### config.mk
export PLATFORM = sky130hd
export DESIGN_NAME = tsf_top
export DESIGN_NICKNAME = d
export VERILOG_FILES = /design/src/pkg/tsf_pkg.sv /design/src/tsf_top.sv
export VERILOG_INCLUDE_DIRS = /design/src /design/src/pkg
export SDC_FILE = /design/constraint.sdc
export NUM_CORES = 1
export LEC_CHECK = 0
export BUFFER_PORTS_ARGS = -buffer_cell sky130_fd_sc_hd__buf_4
export CAP_MARGIN = 15
export CORE_AREA = 3 3 138 140
export CTS_CLUSTER_DIAMETER = 120
export DETAILED_ROUTE_END_ITERATION = 10
export DIE_AREA = 0 0 141 143
export GPL_TIMING_DRIVEN = 0
export MAX_ROUTING_LAYER = met4
export PLACE_DENSITY = 0.65
export SLEW_MARGIN = 30
export SYNTH_ARGS = -nofsm -noshare
export SYNTH_HDL_FRONTEND = slang
export SYNTH_SLANG_ARGS = --single-unit
### constraint.sdc
create_clock -name clk_i -period 4.1 [get_ports clk_i]
set_input_delay 0.82 -clock clk_i [delete_from_list [all_inputs] [get_ports clk_i]]
set_output_delay 0.82 -clock clk_i [all_outputs]
set_load 0.05 [all_outputs]
### src/pkg/tsf_map.svh
/*
 * register map, bit positions and per-register masks of the timer status flag block.
 * assumes a 32-bit apb with byte addresses; included by bare name.
 */
`ifndef TSF_MAP_SVH
`define TSF_MAP_SVH

`define TSF_ADDR_W      12
`define TSF_NUM_REGS    7
`define TSF_STAT_BASE   12'h000
`define TSF_IEN_BASE    12'h020

// register indices (word index inside each bank)
`define TSF_IDX_EXT0    5
`define TSF_IDX_CH5     6

// bit positions, channels 0 to 4
`define TSF_BIT_DIR     7
`define TSF_BIT_FIX1    6
`define TSF_BIT_UNF     5
`define TSF_BIT_OVF     4

// flag bits that exist in each register
`define TSF_IMPL_CH0    8'h1F
`define TSF_IMPL_CH12   8'h33
`define TSF_IMPL_CH34   8'h1F
`define TSF_IMPL_EXT0   8'h03
`define TSF_IMPL_CH5    8'h07

// bits that always read 1
`define TSF_ONES_CH0    8'hC0
`define TSF_ONES_CH14   8'h40
`define TSF_ONES_EXT0   8'hC0
`define TSF_ONES_CH5    8'h00

// flags that the transfer controller may clear
`define TSF_AUTO_CH04   8'h0F
`define TSF_AUTO_EXT0   8'h00
`define TSF_AUTO_CH5    8'h07

`define TSF_BYTE_ZERO   8'h00
`define TSF_WORD_ZERO   32'h0000_0000

`endif

### src/pkg/tsf_pkg.sv
/*
 * types of the timer status flag block.
 * assumes tsf_map.svh for every number.
 */
package tsf_pkg;

    typedef logic [7:0] tsf_byte_t;

    // events and modes from one of the counter channels 0 to 4
    typedef struct packed {
        logic       ovf;
        logic       unf;
        logic       cpwm_unf;
        logic       phase_mode;
        logic       cpwm_mode;
        logic [3:0] match;
        logic [3:0] capture;
        logic [3:0] is_capture;
    } tsf_chan_evt_t;

    // events and modes of the u/v/w sub-channels, bit 2 = u
    typedef struct packed {
        logic [2:0] match;
        logic [2:0] capture;
        logic [2:0] pulse_xfer;
        logic [2:0] is_capture;
        logic [2:0] is_pulse;
    } tsf_ch5_evt_t;

endpackage

### src/tsf_top.sv
/*
 * status flag registers of a six-channel timer, apb slave, with auto clear from
 * the transfer and dma controllers and gated interrupt requests.
 * assumes event inputs come from counter logic on clk_i, one-cycle pulses.
 */
// The APB slave port and the address map were chosen for this implementation.
`timescale 1ns/10ps
`default_nettype none
`include "tsf_map.svh"

module tsf_top
    import tsf_pkg::*;
(
    input  wire logic                      clk_i,
    input  wire logic                      rst_n_i,
    input  wire logic                      psel_i,
    input  wire logic                      penable_i,
    input  wire logic                      pwrite_i,
    input  wire logic [`TSF_ADDR_W-1:0]    paddr_i,
    input  wire logic [31:0]               pwdata_i,
    output logic      [31:0]               prdata_o,
    output logic                           pready_o,
    output logic                           pslverr_o,
    input  wire tsf_chan_evt_t [4:0]       chan_evt_i,
    input  wire logic [1:0]                ch0_ef_match_i,
    input  wire tsf_ch5_evt_t              ch5_evt_i,
    input  wire logic [4:0]                count_up_i,
    input  wire logic [6:0][7:0]           dtc_ack_i,
    input  wire logic [6:0][7:0]           interrupt_disable_select_i,
    input  wire logic [4:0]                dma_ack_i,
    output logic      [6:0][7:0]           irq_o
);

    localparam logic [6:0][7:0] IMPL = {`TSF_IMPL_CH5, `TSF_IMPL_EXT0, `TSF_IMPL_CH34, `TSF_IMPL_CH34,
                                        `TSF_IMPL_CH12, `TSF_IMPL_CH12, `TSF_IMPL_CH0};
    localparam logic [6:0][7:0] ONES = {`TSF_ONES_CH5, `TSF_ONES_EXT0, `TSF_ONES_CH14, `TSF_ONES_CH14,
                                        `TSF_ONES_CH14, `TSF_ONES_CH14, `TSF_ONES_CH0};
    localparam logic [6:0][7:0] AUTO = {`TSF_AUTO_CH5, `TSF_AUTO_EXT0, `TSF_AUTO_CH04, `TSF_AUTO_CH04,
                                        `TSF_AUTO_CH04, `TSF_AUTO_CH04, `TSF_AUTO_CH04};

    // one-hot word select inside a bank of seven registers
    function automatic logic [6:0] bank_sel(input logic [`TSF_ADDR_W-1:0] a,
                                            input logic [`TSF_ADDR_W-1:0] base);
        logic hit;
        hit = (a[`TSF_ADDR_W-1:5] == base[`TSF_ADDR_W-1:5]) && (a[1:0] == 2'b00) && (a[4:2] != 3'b111);
        bank_sel = hit ? (7'h01 << a[4:2]) : 7'h00;
    endfunction

    logic [6:0][7:0] flags_q;
    logic [6:0][7:0] flags_d;
    logic [6:0][7:0] arm_q;
    logic [6:0][7:0] arm_d;
    logic [6:0][7:0] ien_q;
    logic [6:0][7:0] ien_d;
    logic [6:0][7:0] irq_q;
    logic [6:0][7:0] set_v;
    logic [6:0][7:0] clr_v;
    logic [6:0][7:0] wr0_v;
    logic [6:0][7:0] rd_val;
    logic [31:0]     prdata_q;
    logic [31:0]     prdata_d;
    logic            pready_q;
    logic            pslverr_q;
    logic            pslverr_d;

    wire logic       apb_setup = psel_i & ~penable_i;
    wire logic       apb_acc   = psel_i & penable_i & pready_q;
    wire logic       apb_wr    = apb_acc & pwrite_i;
    wire logic       apb_rd    = apb_acc & ~pwrite_i;
    wire logic [6:0] stat_sel  = bank_sel(paddr_i, `TSF_STAT_BASE);
    wire logic [6:0] ien_sel   = bank_sel(paddr_i, `TSF_IEN_BASE);
    wire logic [6:0] wr_stat   = apb_wr ? stat_sel : 7'h00;
    wire logic [6:0] rd_stat   = apb_rd ? stat_sel : 7'h00;
    wire logic [6:0] wr_ien    = apb_wr ? ien_sel : 7'h00;
    wire logic [7:0] wbyte     = pwdata_i[7:0];

    // set conditions per register
    always_comb begin
        set_v = '0;
        for (int c = 0; c < 5; c++) begin
            set_v[c][`TSF_BIT_OVF] = chan_evt_i[c].ovf
                                   | ((c == 4) & chan_evt_i[c].cpwm_mode & chan_evt_i[c].cpwm_unf);
            set_v[c][`TSF_BIT_UNF] = chan_evt_i[c].unf & chan_evt_i[c].phase_mode;
            for (int g = 0; g < 4; g++) begin
                set_v[c][g] = chan_evt_i[c].is_capture[g] ? chan_evt_i[c].capture[g]
                                                          : chan_evt_i[c].match[g];
            end
            set_v[c] = set_v[c] & IMPL[c];
        end
        set_v[`TSF_IDX_EXT0] = {6'b00_0000, ch0_ef_match_i};
        for (int u = 0; u < 3; u++) begin
            set_v[`TSF_IDX_CH5][u] = ch5_evt_i.is_pulse[u]   ? ch5_evt_i.pulse_xfer[u]
                                   : ch5_evt_i.is_capture[u] ? ch5_evt_i.capture[u]
                                   :                           ch5_evt_i.match[u];
        end
    end

    // automatic clears from the transfer and dma controllers
    always_comb begin
        for (int r = 0; r < `TSF_NUM_REGS; r++) begin
            clr_v[r] = dtc_ack_i[r] & ~interrupt_disable_select_i[r] & AUTO[r];
        end
        for (int c = 0; c < 5; c++) begin
            clr_v[c][0] = clr_v[c][0] | dma_ack_i[c];
        end
    end

    // read view; bit 7 of channels 1 to 4 follows the counter, fixed bits are constant
    always_comb begin
        for (int r = 0; r < `TSF_NUM_REGS; r++) begin
            rd_val[r] = ONES[r] | (flags_q[r] & IMPL[r]);
        end
        for (int c = 1; c < 5; c++) begin
            rd_val[c][`TSF_BIT_DIR] = count_up_i[c];
        end
        rd_val[0][`TSF_BIT_DIR] = 1'b1;
    end

    // flag update: a write-0 clear needs an armed bit, controller clears do not, set always wins
    always_comb begin
        for (int r = 0; r < `TSF_NUM_REGS; r++) begin
            wr0_v[r]   = {8{wr_stat[r]}} & ~wbyte & arm_q[r] & IMPL[r];
            flags_d[r] = (set_v[r] | (flags_q[r] & ~(wr0_v[r] | clr_v[r]))) & IMPL[r];
            // a set after the read disarms, so a stale write-0 is harmless
            arm_d[r]   = IMPL[r] & ~set_v[r]
                       & ((rd_stat[r] ? prdata_q[7:0] : `TSF_BYTE_ZERO)
                          | (arm_q[r] & ~{8{wr_stat[r]}}));
            ien_d[r]   = wr_ien[r] ? (wbyte & IMPL[r]) : ien_q[r];
        end
    end

    // read data is latched in the setup cycle, so every access finishes without wait
    always_comb begin
        prdata_d  = prdata_q;
        pslverr_d = 1'b0;
        if (apb_setup) begin
            prdata_d  = `TSF_WORD_ZERO;
            pslverr_d = ~|(stat_sel | ien_sel);
            for (int r = 0; r < `TSF_NUM_REGS; r++) begin
                if (stat_sel[r]) begin
                    prdata_d[7:0] = rd_val[r];
                end
                if (ien_sel[r]) begin
                    prdata_d[7:0] = ien_q[r];
                end
            end
        end
    end

    always_ff @(posedge clk_i or negedge rst_n_i) begin
        if (!rst_n_i) begin
            flags_q <= '0;
            arm_q   <= '0;
            ien_q   <= '0;
        end else begin
            flags_q <= flags_d;
            arm_q   <= arm_d;
            ien_q   <= ien_d;
        end
    end

    always_ff @(posedge clk_i or negedge rst_n_i) begin
        if (!rst_n_i) begin
            irq_q <= '0;
        end else begin
            irq_q <= flags_q & ien_q;
        end
    end

    always_ff @(posedge clk_i or negedge rst_n_i) begin
        if (!rst_n_i) begin
            prdata_q  <= `TSF_WORD_ZERO;
            pready_q  <= 1'b0;
            pslverr_q <= 1'b0;
        end else begin
            prdata_q  <= prdata_d;
            pready_q  <= apb_setup;
            pslverr_q <= pslverr_d;
        end
    end

    assign prdata_o  = prdata_q;
    assign pready_o  = pready_q;
    assign pslverr_o = pslverr_q;
    assign irq_o     = irq_q;
endmodule
`default_nettype wire

* Word level (Yosys, flattened, before mapping)
Index checks and enable logic that the tools add are counted.
W data, S select, Z words.
** Storage, ports and cells
- Output and inout port bits :: 90
- Logic and storage cells :: 198
- Bits of input ports :: 273
- Flip-flop bits (word level) :: 178
** Cells by class
- Shift operators :: 1
- Mux-type cells :: 49
- Reduce and logical (&&, ||, !) cells :: 8
- Eq/ne operators :: 2
- Bitwise logic cells :: 107
** Operator list (count)
- $mux W8 :: 21
- $and A8 B8 Y8 :: 7
- $not A8 Y8 :: 7
- $or A8 B8 Y8 :: 7
- $and A51 B51 Y51 :: 1
- $and A5 B5 Y5 :: 9
- $and A6 B6 Y6 :: 6
- $mux W7 :: 5
- $not A5 Y5 :: 6
- $not A6 Y6 :: 5
- $and A5 B8 Y8 :: 3
- $mux W1 :: 23
- $and A4 B4 Y4 :: 5
- $not A4 Y4 :: 5
- $and A6 B8 Y8 :: 2
- $or A5 B4 Y5 :: 3
- $or A5 B5 Y5 :: 3
- $and A3 B3 Y3 :: 4
- $or A6 B4 Y6 :: 2
- $or A6 B6 Y6 :: 2
- $not A3 Y3 :: 3
- $and A1 B1 Y1 :: 8
- $and A2 B8 Y8 :: 1
- $and A3 B8 Y8 :: 1
- 15 further kinds :: 28

* Logic depth before layout (Yosys ltp)
- Word-level depth :: 18
- Depth in mapped cells :: 8
- Depth with buffers taken out :: 5

* Worst setup path before layout
OpenSTA, ideal clock, no wires.
- Kind :: input -> register
- Start :: in paddr_i[9]
- End :: reg ien_q[26] (netlist bit)
- Stages on the path :: 6
- Required time :: 3975 ps
- Arrival :: 2624 ps
- Setup time :: 125 ps
- Path buffers :: 1
- Path slack :: 1351 ps
- Cells stage by stage :: or4_4 -> buf_6 -> a311oi_2 -> nand2_2 -> nor3_4 -> mux2_2
** Between the ends
- Word-level cells in the longest chain between the ends :: 5
** RTL lines
- start, declared :: line tsf_top.sv:19 : input wire logic [`TSF_ADDR_W-1:0] paddr_i,
- $eq A7 B1 Y1 :: line tsf_top.sv:45 : hit = (a[`TSF_ADDR_W-1:5] == base[`TSF_ADDR_W-1:5]) && (a[1:0] == 2'b00) && (a[4:2] != 3'b111);
- $logic_and A1 B1 Y1 (2 in series) :: line tsf_top.sv:45
- $mux W7 :: line tsf_top.sv:46 : bank_sel = hit ? (7'h01 << a[4:2]) : 7'h00;
- $mux W7 :: line tsf_top.sv:74 : wire logic [6:0] wr_ien = apb_wr ? ien_sel : 7'h00;
- end signal, assigned :: line tsf_top.sv:158 : ien_q <= ien_d;
- end, declared :: line tsf_top.sv:53 : logic [6:0][7:0] ien_q;
Every way passes these cells.
A chain may end at the register's enable or synchronous reset.

* Final worst setup path
- Start :: in paddr_i[9]
- End :: reg ien_q[0] (netlist bit)
The elaborated chain is that of the path after synthesis.

==> results.py <==
metrics = {
    "drt": {
        "drc_errors": 0,
        "wl_per_cell_um": 18.1,
        "ant_nets": 0,
        "vias": 5467,
        "drt-total-wl_mm": 19.7,
        "firstDrtPassIters": 5,
        "drtIter0Drc": 292,
        "via_per_inst": 5.02,
    },
    "die": {
        "num_io_pins": 363,
        "die_area_um2": 20200,
        "rows": 49,
        "core-area_um2": 18000,
        "die_x_um": 141,
        "die_h_um": 143,
        "start_util_pct": 35.6,
    },
    "power_and_ir_drop": {
        "power_density_nw_per_um2": 355,
        "ir_drop_mv": 0.290,
        "p_total_mw": 3.14,
        "leakagePower_nw": 4.23,
    },
    "synth": {
        "syn_area_um2": 6390,
        "synth_warnings": 0,
        "synth_top_area_share_pct": 47.7,
        "yosysTopAreaCell": "dfrtp_1",
        "synthXorXnorAreaFrac_pct": 0,
        "synthSimpleGateAreaFrac_pct": 19.6,
        "synth_compound_area_share_pct": 13.9,
        "synth-async-reset-ratio_pct": 100,
        "synth_cell_types": 63,
        "synthTopCellsByArea": "dfrtp_1, buf_4, mux2_2",
        "yosys_most_used_dff": "dfrtp_1",
        "synth_seq_cells": 122,
        "synth_top_family_by_area": "simple AND/OR/NAND/NOR gates",
        "synth-edff-count": 0,
        "ys_seq_area_share_pct": 47.7,
        "synth.avg_cell_area_um2": 10.7,
        "synthAdderAreaFrac_pct": 0,
        "synthMuxAreaShare_pct": 9.69,
        "syn_inst": 597,
    },
    "timing": {
        "period_needed_ns": 3.08,
        "slew_violations": 0,
        "setup_slack_ns": 1.02,
        "rsz0062_at_grt": "false",
        "setup_viol": 0,
        "finalHoldViolCount": 0,
        "fin_tns_setup_ns": 0,
        "fmax_mhz": 325,
        "relSlewSlack_pct": 34.5,
        "fin_skew_ns": 0.00911,
        "finalCritPeriodShare_pct": 75.0,
        "worstMarginPinSlew_ns": 0.978,
    },
    "clock_tree": {
        "cts.clk_slew.worst_paths_ns": 0.05,
        "cts_tree": "done",
        "cts_resized": 0,
        "post-cts-setup-buffers": 0,
        "clockBufferDepth": 2,
        "cts_num_sinks": 122,
        "cts-root-buf": "clkbuf_16",
        "hold_buffers": 0,
        "clkLatencyLatePin_ns": 0.43,
        "numCtsBuffers": 17,
        "cts.htree.levels": 4,
    },
    "critical_path": {
        "end_kind": "flip-flop",
        "crit_type": "in -> reg",
        "critical-path-max-stage-delay_ns": 0.53,
        "crit_arrival_ns": 3.38,
        "start_kind": "input port",
        "cp_top_family": "simple AND/OR/NAND/NOR gates",
        "crit_fanout": 10,
        "cp_cell_sequence": "buf_4 -> nor4_1 -> o211ai_1 -> or3_1 -> nor2_1 -> mux2_2",
        "critical_path_buf_inv_count": 1,
        "cp_slowest_cell": "nor4_1",
        "cp.required_ns": 4.40,
    },
    "placement": {
        "place_ws_ns": 0.616,
        "postPlaceCellArea_um2": 8270,
        "hpwl_mm": 14.7,
        "dp.cells": 1060,
        "gp_congestion": 0.912,
        "portBuffers": 182,
    },
    "global_route": {
        "first_global_vias": 5349,
        "grt_use_total_pct": 19.9,
        "overflow": 0,
        "grt_pass1_wl_mm": 29.6,
        "grt_start_max_net_pins": 68,
        "antenna_found_initial": 0,
    },
    "final_layout": {
        "fillerInstances": 1692,
        "design_area_um2": 8840,
        "antenna_cells": 0,
        "synthToLayoutAreaGrowth_pct": 38.3,
        "layout.nets": 1123,
        "stdcell_count": 1090,
        "drive_gt1_share_pct": 36.9,
    },
    "status": {
        "status": "finished, final reports clean",
    },
    "run": {
        "max-cap-violations": 0,
    },
    "worst_hold_path": {
        "hp-class": "in -> async",
    },
}
report_power, final:
part,internal (mW),switching [mW]
registers,1.23,0.0168
clock network,0.929,0.523
logic,0.183,0.263
sequential cells by signal (all words and copies together), names as in the netlist:
signal,flops
arm_q,28
flags_q,28
ien_q,28
irq_o,28
prdata_o,8
pready_o,1
pslverr_o,1
final timing paths:
check / from / to / slack, ns / cells past startpoint
worst min-delay path: rst_n_i / irq_o[49] / 0.33 / 1
min in group clk_i: prdata_o[6] / prdata_o[6] / 0.49 / 1
worst min register to register: prdata_o[6] / prdata_o[6] / 0.49 / 1
worst max register to register: pready_o / arm_q[33] / 1.65 / 6
max in group asynchronous: rst_n_i / ien_q[0] / 3.09 / 2
worst max-delay path: paddr_i[9] / ien_q[0] / 1.02 / 6
layer usage:
layer	part of all wire [%]	GRT usage [%]
met1	43	25.9
met2	48	31.2
met3	7.6	4.35
met4	1.6	6.37
met5	0	-
layout make-up:
class | count | area, um^2 | area share, %
sequential | 122 | 3050 | 34.5
multi-input combinational | 429 | 2950 | 33.4
timing repair buffer | 183 | 1400 | 15.8
buffer | 78 | 509 | 5.76
clock buffer | 22 | 474 | 5.36
tap | 229 | 287 | 3.24
clock inverter | 8 | 95.1 | 1.08
inverter | 19 | 71.3 | 0.807
cells in the mapped netlist (all sizes together), types with 3 or more instances:
library cell	n
nor3	12
nor4	11
a22oi	21
or4	4
a32oi	6
o41ai	3
o21ai	42
nand3b	8
buf	60
nor2b	19
o211ai	5
a21o	7
nand4b	7
o21bai	3
a21oi	15
nand2	24
o31ai	3
and2	33
a31oi	3
clkbuf	18
nor2	24
nand2b	16
a311oi	3
a211oi	4
a22o	4
inv	19
or3	4
mux2i	27
dfrtp	122
mux2	27
nor3b	19
stage by stage:
stage               utilization, %  hold slack [ns]
floorplan                        -            0.456
global placement              45.9            0.469
detailed placement            46.1            0.473
CTS                           49.2            0.332
global route                  49.2            0.348
finish                        49.2            0.326
cells in the final DEF (no fill, tap or decap), types with 4 or more instances in the layout:
| cell | Yosys | final |
|---|---|---|
| clkbuf_1 | 18 | 20 |
| a32oi_1 | 6 | 6 |
| or3_1 | 4 | 4 |
| mux2i_1 | 27 | 27 |
| nor4_4 | 5 | 5 |
| nor2_1 | 24 | 24 |
| a22o_1 | 4 | 4 |
| clkinv_2 | 0 | 4 |
| inv_1 | 19 | 19 |
| conb_1 | 1 | 52 |
| clkbuf_16 | 0 | 17 |
| nor4_1 | 6 | 6 |
| and2_1 | 32 | 32 |
| a21o_1 | 7 | 7 |
| nor3_1 | 9 | 9 |
| o211ai_1 | 5 | 5 |
| a211oi_1 | 4 | 4 |
| nor3b_1 | 16 | 16 |
| nand2_1 | 22 | 22 |
| nand3b_1 | 8 | 8 |
| nor2b_1 | 19 | 19 |
| dfrtp_1 | 122 | 122 |
| nand4b_1 | 7 | 7 |
| a22oi_1 | 21 | 21 |
| nand2b_1 | 16 | 16 |
| buf_4 | 53 | 234 |
| o21ai_0 | 42 | 42 |
| a21oi_1 | 15 | 15 |
| mux2_2 | 27 | 27 |
cells by family after synthesis:
logic type,Yosys count
buffers and inverters,97
other,1
DFF,122
AOI/OAI and AO/OA,131
muxes,56
and+or+nand+nor,190
Power figures use the tool's default switching activity.
